**src/rtl/rbmo_defs.svh**
```systemverilog
// rbmo_defs.svh: register offsets, fields, reset values and link timing counts
// assumes: included by bare name; slot numbers are 11 bits wide
// How it works
// - multiplexed formats only while enable bit set
// - 00 bit-interleaves four channels at 12.352 MHz
// - 01 bit-interleaves four channels at 16.384 MHz
// - bit modes: sync high on framing bit only
// - 10 byte-interleaves four channels, HMVIP framing
// - HMVIP sync: two bits either side
// - 11 byte-interleaves four channels, H.100 framing
// - H.100 sync: one bit either side
// - backplane supplies the serial clock input
// - backplane drives frame sync per format
// - serial data changes on serial clock rise
`ifndef RBMO_DEFS_SVH
`define RBMO_DEFS_SVH
`define RBMO_OFS_CTRL     4'h0
`define RBMO_OFS_STAT     4'h1
`define RBMO_CTRL_RST     8'h00
`define RBMO_BIT_MUXEN    2
`define RBMO_STAT_UNDER   0
`define RBMO_STAT_SYNCERR 1
`define RBMO_STAT_LOCK    2
`define RBMO_LAST_12      11'h607
`define RBMO_LAST_16      11'h7FF
`define RBMO_HALF_12      5
`define RBMO_HALF_16      4
`define RBMO_FIFO_DEPTH   8
`endif

```
**src/rtl/rbmo_pkg.sv**
```systemverilog
// rbmo_pkg: speed codes and the slot arithmetic both link ends share
// assumes: rbmo_defs.svh is on the include path
`include "rbmo_defs.svh"
package rbmo_pkg;
    typedef enum logic [1:0] {
        spd_bit12 = 2'b00,
        spd_bit16 = 2'b01,
        spd_hmvip = 2'b10,
        spd_h100  = 2'b11
    } rbmo_speed_t;

    // last slot of a frame
    function automatic logic [10:0] rbmo_last(input rbmo_speed_t m);
        return (m == spd_bit12) ? `RBMO_LAST_12 : `RBMO_LAST_16;
    endfunction

    // level the frame sync has while slot s is on the wire
    function automatic logic rbmo_sync_at(input rbmo_speed_t m, input logic [10:0] s);
        logic [10:0] l;
        l = rbmo_last(m);
        case (m)
            spd_hmvip: return (s >= l - 11'h001) || (s <= 11'h001);
            spd_h100:  return (s == l) || (s == 11'h000);
            default:   return s == 11'h000;
        endcase
    endfunction

    // slot on which the sync pulse begins
    function automatic logic [10:0] rbmo_sync_slot(input rbmo_speed_t m);
        case (m)
            spd_hmvip: return rbmo_last(m) - 11'h001;
            spd_h100:  return rbmo_last(m);
            default:   return 11'h000;
        endcase
    endfunction
endpackage

```
**src/rtl/rbmo_if.sv**
```systemverilog
// rbmo_if: receive backplane link between the framer end and the backplane end
// assumes: all three wires are one-way; the testbench joins the two ends here
`timescale 1ns/1ps
interface rbmo_if;
    logic rx_serial_clock;
    logic rx_frame_sync;
    logic rx_serial_out;
    modport device (
        input  rx_serial_clock,
        input  rx_frame_sync,
        output rx_serial_out
    );
    modport backplane (
        output rx_serial_clock,
        output rx_frame_sync,
        input  rx_serial_out
    );
endinterface

```
**src/rtl/rbmo_fifo.sv**
```systemverilog
// rbmo_fifo: word FIFO with valid/ready on both sides
// assumes: DEPTH is a power of two; read data is valid while out_valid is high
`timescale 1ns/1ps
`include "rbmo_defs.svh"
module rbmo_fifo #(
    parameter int W     = 32,
    parameter int DEPTH = `RBMO_FIFO_DEPTH
) (
    // clock and reset
    input  wire logic         clk,
    input  wire logic         rst,
    // fill side
    input  wire logic [W-1:0] in_data,
    input  wire logic         in_valid,
    output logic              in_ready,
    // drain side
    output logic      [W-1:0] out_data,
    output logic              out_valid,
    input  wire logic         out_ready
);
    localparam int AW = $clog2(DEPTH);

    logic [W-1:0]  mem [DEPTH];
    logic [AW-1:0] wp_r;
    logic [AW-1:0] rp_r;
    logic [AW:0]   cnt_r;
    logic [AW:0]   cnt_nxt;
    logic          push;
    logic          pop;

    assign push     = in_valid & in_ready;
    assign pop      = out_valid & out_ready;
    assign out_data = mem[rp_r];

    always_comb begin
        cnt_nxt = cnt_r + {{AW{1'b0}}, push} - {{AW{1'b0}}, pop};
    end

    always_ff @(posedge clk) begin
        if (push) begin
            mem[wp_r] <= in_data;
        end
    end

    // flags are registered from the next count so both ports come from flops
    always_ff @(posedge clk or posedge rst) begin
        if (rst) begin
            wp_r      <= '0;
            rp_r      <= '0;
            cnt_r     <= '0;
            in_ready  <= 1'b0;
            out_valid <= 1'b0;
        end else begin
            wp_r      <= push ? wp_r + AW'(1) : wp_r;
            rp_r      <= pop ? rp_r + AW'(1) : rp_r;
            cnt_r     <= cnt_nxt;
            in_ready  <= cnt_nxt != (AW+1)'(DEPTH);
            out_valid <= cnt_nxt != '0;
        end
    end
endmodule // rbmo_fifo

```
**src/rtl/rbmo_device.sv**
```systemverilog
// rbmo_device: framer end; multiplexes four receive channels onto the backplane
// assumes: backplane end makes clock and sync; clk samples both through two flops
//
// Local design decisions: the register addresses and the address-and-strobe port.
`timescale 1ns/1ps
`include "rbmo_defs.svh"
module rbmo_device #(
    parameter int DEPTH = `RBMO_FIFO_DEPTH
) (
    // clock and reset
    input  wire logic        clk,
    input  wire logic        rst,
    // register port
    input  wire logic [3:0]  sw_addr,
    input  wire logic [7:0]  sw_wdata,
    input  wire logic        sw_wr,
    input  wire logic        sw_rd,
    output logic      [7:0]  sw_rdata,
    // byte column: channel n in bits 8n+7..8n, msb sent first
    input  wire logic [31:0] in_data,
    input  wire logic        in_valid,
    output logic             in_ready,
    // backplane link
    rbmo_if.device           link
);
    rbmo_pkg::rbmo_speed_t speed_r;
    logic                  mux_en_r;
    logic                  underrun_r;
    logic                  sync_err_r;
    logic                  locked_r;
    logic [2:0]            sclk_q;
    logic [1:0]            sync_q;
    logic                  sync_prev_r;
    logic [10:0]           slot_r;
    logic [10:0]           slot_run;
    logic [10:0]           slot_nxt;
    logic [31:0]           word_r;
    logic [31:0]           cur_word;
    logic [31:0]           fifo_data;
    logic                  fifo_valid;
    logic                  fifo_ready;
    logic [4:0]            k;
    logic [1:0]            ch;
    logic [2:0]            b;
    logic [4:0]            idx;
    logic                  rise;
    logic                  sync_rise;
    logic                  fetch;
    logic                  sync_bad;
    logic                  out_r;
    logic                  ctrl_wr;
    logic                  stat_wr;

    assign link.rx_serial_out = out_r;

    rbmo_fifo #(
        .W     (32),
        .DEPTH (DEPTH)
    ) rbmo_fifo_inst (
        .clk       (clk),
        .rst       (rst),
        .in_data   (in_data),
        .in_valid  (in_valid),
        .in_ready  (in_ready),
        .out_data  (fifo_data),
        .out_valid (fifo_valid),
        .out_ready (fifo_ready)
    );

    // link pins are foreign to clk: two flops before anything looks at them
    always_ff @(posedge clk or posedge rst) begin
        if (rst) begin
            sclk_q <= '0;
            sync_q <= '0;
        end else begin
            sclk_q <= {sclk_q[1:0], link.rx_serial_clock};
            sync_q <= {sync_q[0], link.rx_frame_sync};
        end
    end

    assign rise      = sclk_q[1] & ~sclk_q[2];
    assign sync_rise = sync_q[1] & ~sync_prev_r;

    // slot counter: free running, realigned to the sync pulse start
    always_comb begin
        if (slot_r >= rbmo_pkg::rbmo_last(speed_r)) begin
            slot_run = '0;
        end else begin
            slot_run = slot_r + 11'h001;
        end
        if (sync_rise) begin
            slot_nxt = rbmo_pkg::rbmo_sync_slot(speed_r);
        end else begin
            slot_nxt = slot_run;
        end
    end

    // a new column is taken at every 32-slot boundary; an empty FIFO sends zeros
    assign k          = slot_nxt[4:0];
    assign fetch      = rise & mux_en_r & (k == 5'h00);
    assign fifo_ready = fetch;
    assign cur_word   = (k == 5'h00) ? (fifo_valid ? fifo_data : 32'h0000_0000) : word_r;

    // bit modes rotate channels every slot, byte modes every eight slots
    always_comb begin
        if (speed_r[1] == 1'b0) begin
            ch = k[1:0];
            b  = k[4:2];
        end else begin
            ch = k[4:3];
            b  = k[2:0];
        end
        idx = {ch, 3'h7 - b};
    end

    assign sync_bad = locked_r & (sync_q[1] != rbmo_pkg::rbmo_sync_at(speed_r, slot_run));

    always_ff @(posedge clk or posedge rst) begin
        if (rst) begin
            slot_r <= 11'h7FF;
        end else if (!mux_en_r) begin
            slot_r <= rbmo_pkg::rbmo_last(speed_r);
        end else if (rise) begin
            slot_r <= slot_nxt;
        end
    end

    always_ff @(posedge clk or posedge rst) begin
        if (rst) begin
            sync_prev_r <= 1'b0;
        end else if (!mux_en_r) begin
            sync_prev_r <= 1'b0;
        end else if (rise) begin
            sync_prev_r <= sync_q[1];
        end
    end

    always_ff @(posedge clk or posedge rst) begin
        if (rst) begin
            word_r <= 32'h0000_0000;
        end else if (!mux_en_r) begin
            word_r <= 32'h0000_0000;
        end else if (rise) begin
            word_r <= cur_word;
        end
    end

    // while enabled the bit moves only on a detected rise, so it is settled long before the far end samples it
    always_ff @(posedge clk or posedge rst) begin
        if (rst) begin
            out_r <= 1'b0;
        end else if (!mux_en_r) begin
            out_r <= 1'b0;
        end else if (rise) begin
            out_r <= cur_word[idx];
        end
    end

    assign ctrl_wr = sw_wr & (sw_addr == `RBMO_OFS_CTRL);
    assign stat_wr = sw_wr & (sw_addr == `RBMO_OFS_STAT);

    always_ff @(posedge clk or posedge rst) begin
        if (rst) begin
            speed_r  <= rbmo_pkg::rbmo_speed_t'(2'(`RBMO_CTRL_RST));
            mux_en_r <= 1'b0;
        end else if (ctrl_wr) begin
            speed_r  <= rbmo_pkg::rbmo_speed_t'(sw_wdata[1:0]);
            mux_en_r <= sw_wdata[`RBMO_BIT_MUXEN];
        end
    end

    // lock follows the first sync pulse seen while enabled
    always_ff @(posedge clk or posedge rst) begin
        if (rst) begin
            locked_r <= 1'b0;
        end else if (!mux_en_r) begin
            locked_r <= 1'b0;
        end else if (rise & sync_rise) begin
            locked_r <= 1'b1;
        end
    end

    // sticky flags clear on write-one; a set in the same cycle wins
    always_ff @(posedge clk or posedge rst) begin
        if (rst) begin
            underrun_r <= 1'b0;
            sync_err_r <= 1'b0;
        end else begin
            if (fetch & ~fifo_valid) begin
                underrun_r <= 1'b1;
            end else if (stat_wr & sw_wdata[`RBMO_STAT_UNDER]) begin
                underrun_r <= 1'b0;
            end
            if (rise & mux_en_r & sync_bad) begin
                sync_err_r <= 1'b1;
            end else if (stat_wr & sw_wdata[`RBMO_STAT_SYNCERR]) begin
                sync_err_r <= 1'b0;
            end
        end
    end

    // read data stands only in the cycle after the strobe
    always_ff @(posedge clk or posedge rst) begin
        if (rst) begin
            sw_rdata <= 8'h00;
        end else if (sw_rd) begin
            case (sw_addr)
                `RBMO_OFS_CTRL: sw_rdata <= {5'h00, mux_en_r, speed_r};
                `RBMO_OFS_STAT: sw_rdata <= {5'h00, locked_r, sync_err_r, underrun_r};
                default:        sw_rdata <= 8'h00;
            endcase
        end else begin
            sw_rdata <= 8'h00;
        end
    end
endmodule // rbmo_device

```
**src/flat_wrapper.sv**
```systemverilog
// flat-port wrapper written by rule: the top's interface ports become plain ports
module rbmo_device_flat 
#(
    parameter int DEPTH = `RBMO_FIFO_DEPTH
)
  (clk, rst, sw_addr, sw_wdata, sw_wr, sw_rd, sw_rdata, in_data, in_valid, in_ready, link_rx_serial_clock, link_rx_frame_sync, link_rx_serial_out);
  rbmo_if link_i ();
  input  wire logic clk;
  input  wire logic rst;
  input  wire logic [3:0] sw_addr;
  input  wire logic [7:0] sw_wdata;
  input  wire logic sw_wr;
  input  wire logic sw_rd;
  output logic      [7:0] sw_rdata;
  input  wire logic [31:0] in_data;
  input  wire logic in_valid;
  output logic in_ready;
  input wire logic [$bits(link_i.rx_serial_clock)-1:0] link_rx_serial_clock;
  input wire logic [$bits(link_i.rx_frame_sync)-1:0] link_rx_frame_sync;
  output wire logic [$bits(link_i.rx_serial_out)-1:0] link_rx_serial_out;
  assign link_i.rx_serial_clock = link_rx_serial_clock;
  assign link_i.rx_frame_sync = link_rx_frame_sync;
  assign link_rx_serial_out = link_i.rx_serial_out;
  rbmo_device #(.DEPTH(DEPTH)) u_core (.clk(clk), .rst(rst), .sw_addr(sw_addr), .sw_wdata(sw_wdata), .sw_wr(sw_wr), .sw_rd(sw_rd), .sw_rdata(sw_rdata), .in_data(in_data), .in_valid(in_valid), .in_ready(in_ready), .link(link_i));
endmodule
```
**config.mk**
```make
export PLATFORM = sky130hd
export DESIGN_NAME = rbmo_device_flat
export DESIGN_NICKNAME = d
export VERILOG_FILES = /design/src/rtl/rbmo_pkg.sv /design/src/rtl/rbmo_if.sv /design/src/rtl/rbmo_fifo.sv /design/src/rtl/rbmo_device.sv /design/src/flat_wrapper.sv
export VERILOG_INCLUDE_DIRS = /design/src /design/src/rtl
export SDC_FILE = /design/constraint.sdc
export NUM_CORES = 1
export LEC_CHECK = 0
export ABC_AREA = 1
export ABC_CLOCK_PERIOD_IN_PS = 4660
export BUFFER_PORTS_ARGS = -buffer_cell sky130_fd_sc_hd__buf_2
export CAP_MARGIN = 20
export CORE_MARGIN = 3
export CORE_UTILIZATION = 50
export DETAILED_ROUTE_END_ITERATION = 7
export PLACE_DENSITY = 0.76
export SLEW_MARGIN = 25
export SYNTH_ARGS = -nofsm -noshare
export SYNTH_HDL_FRONTEND = slang
export SYNTH_HIERARCHICAL = 1
export SYNTH_SLANG_ARGS = --single-unit
```
**constraint.sdc**
```tcl
create_clock -name clk -period 4.66 [get_ports clk]
set_clock_uncertainty 0.1 [all_clocks]
set_input_delay 0.932 -clock clk [delete_from_list [all_inputs] [get_ports clk]]
set_output_delay 0.932 -clock clk [all_outputs]
set_load 0.03 [all_outputs]
```
==> flow_summary.ini, run 1 <==
[run_status]
status = finished clean

[finish]
layoutNonFillerInstCount = 2207
layout.nets = 1848
layout_common_cells = nand2_1 (563), inv_1 (341), nand3_1 (256), edfxtp_1 (256), dfrtp_1 (58)
stdcell_area_um2 = 17450
multi_input_area_um2 = 4594
drive_gt1_frac = 0.1012
final_util = 0.5661
fillers = 2536
final_common_cell = nand2_1
seq_area_um2 = 9483
areaGrowthSynthToFinish_pct = 10.77

[min_path]
hold-path-cell-count = 0
holdPathEnd = u_core/sclk_q[1]
min-delay-start = u_core/sclk_q[0]
hold_class = flip-flop to flip-flop

[worst_setup_path]
rr_worst_depth = 20
reg2reg_slack_ps = 660
end_kind = flip-flop
critPathSlowestCell = fa_1
crit_chain = nor2_2 > inv_2 > a21oi_2 > nand2_2 > nand2_1 > nand2_1 > o21ai_2 > nand3_4 > nor2_1 > nand2_1 > inv_1 > ha_1 > inv_1 > ha_1 > inv_1 > fa_1 > inv_1 > or2_2 > nor2_1 > nand3_1
start_kind = flip-flop
worstReg2RegEnd = u_core/rbmo_fifo_inst/out_valid
cp_slowest_stage_delay_ps = 510
critPathMostFrequentCell = inv_1
cp.arrival_ps = 4280
worst-setup-path-type = flip-flop to flip-flop
r2r_start = u_core/speed_r[1]
worstPathMaxFanout = 14
required_ps = 4940

[synth]
syn_avg_cell_area_um2 = 9.018
yosysSeqAreaShare = 0.6016
postSynthCellCount = 1747
synth_edf_count = 256
synth_warnings = 6
yosys_most_used_dff = edfxtp_1
async_flop_share = 0.2171
netlist_area_um2 = 15760
ys_seq_elements = 327
ys_types = 43

[clock_network]
cts_setup_buffers = 0
root_buffer = clkbuf_16
clkSinkCount = 327
clock_latency_ps = 500
clock_path_buffers = 3
clk_pin_slew_ps = 60
cts_hold_buf = 0
cts_resized = 0
numCtsBuffers = 35
htreeDepth = 2
cts_tree = built

[route]
first_iter_violations = 839
viasPerCell = 5.209
finalWirelength_um = 35010
ant_nets = 0
drt_pass1_iterations = 5
drc = 0
via_count = 11500
wl_per_cell_um = 15.86

[floorplanning]
die_y_um = 183.5
start_util = 0.5110
core_area_um2 = 30830
num_rows = 64
io_pins = 61
dieArea_um2 = 33680
die_w_um = 183.5

[placement]
dp_cells = 2142
place_area_um2 = 16330
dp_hpwl_um = 20700
port_buffers = 50
place.gp.congestion = 0.8549

[global_routing]
grt_max_degree = 85
grt_pass1_wl_um = 56950
antenna_found_initial = 2
grt_pass1_vias = 11310
grt_overflow = 0
track_usage = 0.2102

[sta]
tns_ps = 0
finalSetupViolCount = 0
post-route-period-util = 0.8583
max_freq_mhz = 250.0
grt_setup_unrepaired = false
max_slew.worst_pin.slew_ps = 945.2
drv_slew = 0
timing_hold_violations_final = 0
holdWs_ps = 269.9
slew_headroom = 0.3684
min_period_ps = 3999

[pwr]
power.density_nw_per_um2 = 571.8
peakVddDrop_mv = 0.3576
p_leak_nw = 8.209

[flow_run]
drv_cap = 0
==> where the power goes <==
part	internal [W]	leakage [nW]	total (W)	switching [W]
sequential	0.00363	3.21	0.00386	0.000224
combinational	0.00101	4.44	0.00343	0.00242
clock	0.00162	0.552	0.00269	0.00107
==> metrics by stage <==
stage / setup slack [ps] / total power, W
2_1_floorplan: 1026 / 0.006443
3_3_place_gp: 796.1 / 0.007167
3_5_place_dp: 708.4 / 0.007299
4_1_cts: 661.2 / 0.01001
5_1_grt: 300.3 / 0.01064
6_report: 660.5 / 0.009980
==> sequential cells by signal, indices dropped and copies added, names as in the netlist <==
signal / cells
u_core/speed_r: 2
u_core/mux_en_r: 1
u_core/sync_prev_r: 1
u_core/rbmo_fifo_inst/out_valid: 1
u_core/underrun_r: 1
u_core/rbmo_fifo_inst/cnt_r: 4
u_core/sync_err_r: 1
u_core/locked_r: 1
u_core/rbmo_fifo_inst/wp_r: 3
u_core/rbmo_fifo_inst/in_ready: 1
u_core/sw_rdata: 3
u_core/sync_q: 2
u_core/sclk_q: 3
u_core/word_r: 32
u_core/slot_r: 11
u_core/rbmo_fifo_inst/rp_r: 3
u_core/link.rx_serial_out: 1
u_core/rbmo_fifo_inst/mem: 256
==> metal layers <==
layer / wire length [µm] / track usage / vias up
met2: 17390 / 0.3685 / 390
met3: 2044 / 0.02869 / 86
met1: 14490 / 0.2660 / 5441
li1: - / - / 5580
met4: 1092 / 0.08135 / 0
met5: 0 / 0 / -
==> kinds of logic (layout without fill, tap and decap cells) <==
group | after synthesis | in the layout | synth area share
other | 1 | 7 | 0.0002380
adder cells (fa/ha/maj) | 14 | 14 | 0.01159
AO/OA/AOI/OAI | 81 | 81 | 0.02931
buffers and inverters | 431 | 489 | 0.1117
flip-flops | 327 | 327 | 0.6016
AND/OR/NAND/NOR | 885 | 885 | 0.2411
XOR/XNOR | 8 | 8 | 0.004447
==> worst max path at each step <==
stage,from,end,slack (ps)
finish,u_core/speed_r[1],u_core/rbmo_fifo_inst/out_valid,660
global placement,u_core/slot_r[0],u_core/rbmo_fifo_inst/out_valid,800
CTS,u_core/speed_r[1],u_core/rbmo_fifo_inst/out_valid,660
floorplan,u_core/speed_r[1],u_core/rbmo_fifo_inst/out_valid,1030
global route,u_core/speed_r[1],u_core/rbmo_fifo_inst/out_valid,300
detailed placement,u_core/speed_r[1],u_core/rbmo_fifo_inst/out_valid,710
==> final cells by class <==
cell class / count / area share
well taps: 396 / 0.02839
clock buffers: 46 / 0.05499
repair buffers: 74 / 0.02466
flip-flops and latches: 327 / 0.5434
multi-input cells: 993 / 0.2633
clock inverters: 17 / 0.009249
inverters: 352 / 0.07578
diodes: 2 / 0.0002868
==> worst max-delay path, delay by kind of cell, from the launching register on <==
kind / cells / cell delay [ps]
compound gates: 2 / 280
simple gates: 10 / 1710
flops: 1 / 490
buf+inv: 5 / 400
fa+ha+maj: 3 / 910
==> cell usage after synthesis, drive strengths merged (2+ instances only) <==
cell,number,share of area
a21oi,12,0.0041
buf,61,0.024
clkbuf,18,0.0043
clkinv,2,0.00048
dfrtp,60,0.095
dfstp,11,0.018
edfxtp,256,0.49
ha,13,0.010
inv,350,0.083
nand2,569,0.14
nand3,268,0.090
nand4,2,0.00079
nor2,43,0.013
o211ai,4,0.0019
o21ai,52,0.017
o22ai,3,0.0012
o31ai,2,0.00095
o41ai,2,0.0011
or2,2,0.00079
xnor2,4,0.0022
xor2,4,0.0022
(Power assumes the default switching activity.)
==> inputs of run 2 (changes only) <==
==> constraint.sdc (replaced) <==
create_clock -name clk -period 4.66 [get_ports clk]
set_clock_uncertainty 0.1 [all_clocks]
set_input_delay 0.699 -clock clk [delete_from_list [all_inputs] [get_ports clk]]
set_output_delay 0.699 -clock clk [all_outputs]
set_load 0.03 [all_outputs]
==> flow_summary.ini, run 2 (synthesis gave the netlist of run 1 again) <==
[worst_setup_path]
worst-setup-path-type = flip-flop to flip-flop
cp.arrival_ps = 4240
start_kind = flip-flop
rr_worst_depth = 20
worstPathMaxFanout = 14
r2r_start = u_core/speed_r[1]
worstReg2RegEnd = u_core/rbmo_fifo_inst/out_valid
end_kind = flip-flop
reg2reg_slack_ps = 700
required_ps = 4950

[floorplanning]
start_util = 0.5110
io_pins = 61
dieArea_um2 = 33680
core_area_um2 = 30830
die_w_um = 183.5
die_y_um = 183.5
num_rows = 64

[sta]
post-route-period-util = 0.8490
min_period_ps = 3956
finalWorstSetupSlack_ps = 703.8
grt_setup_unrepaired = false
finalSetupViolCount = 0
timing_hold_violations_final = 0
max_freq_mhz = 252.8
max_slew.worst_pin.slew_ps = 876.5
slew_headroom = 0.4143
tns_ps = 0
drv_slew = 0

[clock_network]
numCtsBuffers = 35
clk_pin_slew_ps = 60
cts_setup_buffers = 0
cts_tree = built
htreeDepth = 2
cts_resized = 0
cts_hold_buf = 0
root_buffer = clkbuf_16
clkSinkCount = 327
clock_latency_ps = 510
clock_path_buffers = 3

[finish]
final_common_cell = nand2_1
areaGrowthSynthToFinish_pct = 11.02
layout.nets = 1847
regMostFlops = u_core/rbmo_fifo_inst/mem
drive_gt1_frac = 0.1013
largest_register_ff_count = 256
layout_common_cells = nand2_1 (563), inv_1 (341), nand3_1 (256), edfxtp_1 (256), dfrtp_1 (58)
final_util = 0.5674
reg_top3 = u_core/rbmo_fifo_inst/mem (256), u_core/word_r (32), u_core/slot_r (11)

[placement]
place.gp.congestion = 0.8773
dp_hpwl_um = 20940
port_buffers = 50
dp_slack_ps = 728.8

[pwr]
p_leak_nw = 8.223
power.density_nw_per_um2 = 576.2
peakVddDrop_mv = 0.3924
p_total_w = 0.01008

[route]
finalWirelength_um = 35260
viasPerCell = 5.223
first_iter_violations = 1066
wl_per_cell_um = 15.98
drc = 0
drt_pass1_iterations = 6
ant_nets = 0
via_count = 11520

[global_routing]
grt_pass1_vias = 11400
track_usage = 0.2123
grt_max_degree = 78
grt_overflow = 0
antenna_found_initial = 3
grt_pass1_wl_um = 57210

[min_path]
hold_class = input port to async pin

[run_status]
status = finished clean

[flow_run]
drv_cap = 0
run 2: cell types whose count changed in the layout (fill, tap and decap cells not counted):
cell       change
buf_4          -1
diode_2        +1
clkbuf_8       +3
clkbuf_1       -1
bufinv_16      +1
clkinv_2       -2
clkinv_4       -2
clkinv_1       -1
inv_6          +1
run 2: metal layers:
layer	wire, µm	GRT usage
met1	13890	0.2647
met2	17970	0.3758
met3	2475	0.03285
met4	925	0.07800
met5	0	0
run 2: how the worst max path moves through the flow:
stage | startpoint | endpoint | cells past startpoint
after global routing | u_core/speed_r[1] | u_core/rbmo_fifo_inst/out_valid | 20
after CTS | u_core/speed_r[1] | u_core/rbmo_fifo_inst/out_valid | 20
after detailed placement | u_core/speed_r[1] | u_core/rbmo_fifo_inst/out_valid | 20
after global placement | u_core/slot_r[0] | u_core/rbmo_fifo_inst/out_valid | 23
final | u_core/speed_r[1] | u_core/rbmo_fifo_inst/out_valid | 20
after floorplan | u_core/speed_r[1] | u_core/rbmo_fifo_inst/out_valid | 23
run 2: critical path: stages (launching register included):
cell and delay (ps):
dfrtp_1 490, nor2_2 380, inv_2 70, a21oi_2 150
nand2_2 200, nand2_1 210, nand2_1 110, o21ai_2 130
nand3_4 100, nor2_1 90, nand2_1 90, inv_1 130
ha_1 240, inv_1 60, ha_1 150, inv_1 70
fa_1 510, inv_1 50, or2_2 260, nor2_1 150
nand3_1 90
run 2: cell type report:
class	instances	area, µm²
antenna	3	7.507
clock buffer	48	997.2
clock inverter	14	168.9
fill	2539	13340
inverter	352	1323
multi-input combinational	993	4594
sequential	327	9483
tap	396	495.5
timing repair buffer	73	422.9
run 2: per-stage QoR:
stage / cell area [µm²] / instances / hold slack (ps)
floorplan: 15770 / 1751 / 231.2
global placement: 16320 / 2141 / 235.1
detailed placement: 16320 / 2141 / 236.4
CTS: 17480 / 2203 / 59.86
global route: 17490 / 2206 / 73.07
finish: 17490 / 2206 / 58.36
run 2: where the power goes:
part           total, W  internal, W  switching, W
Clock           0.00277      0.00172       0.00106
Combinational   0.00344      0.00102       0.00242
Sequential      0.00387      0.00363      0.000236
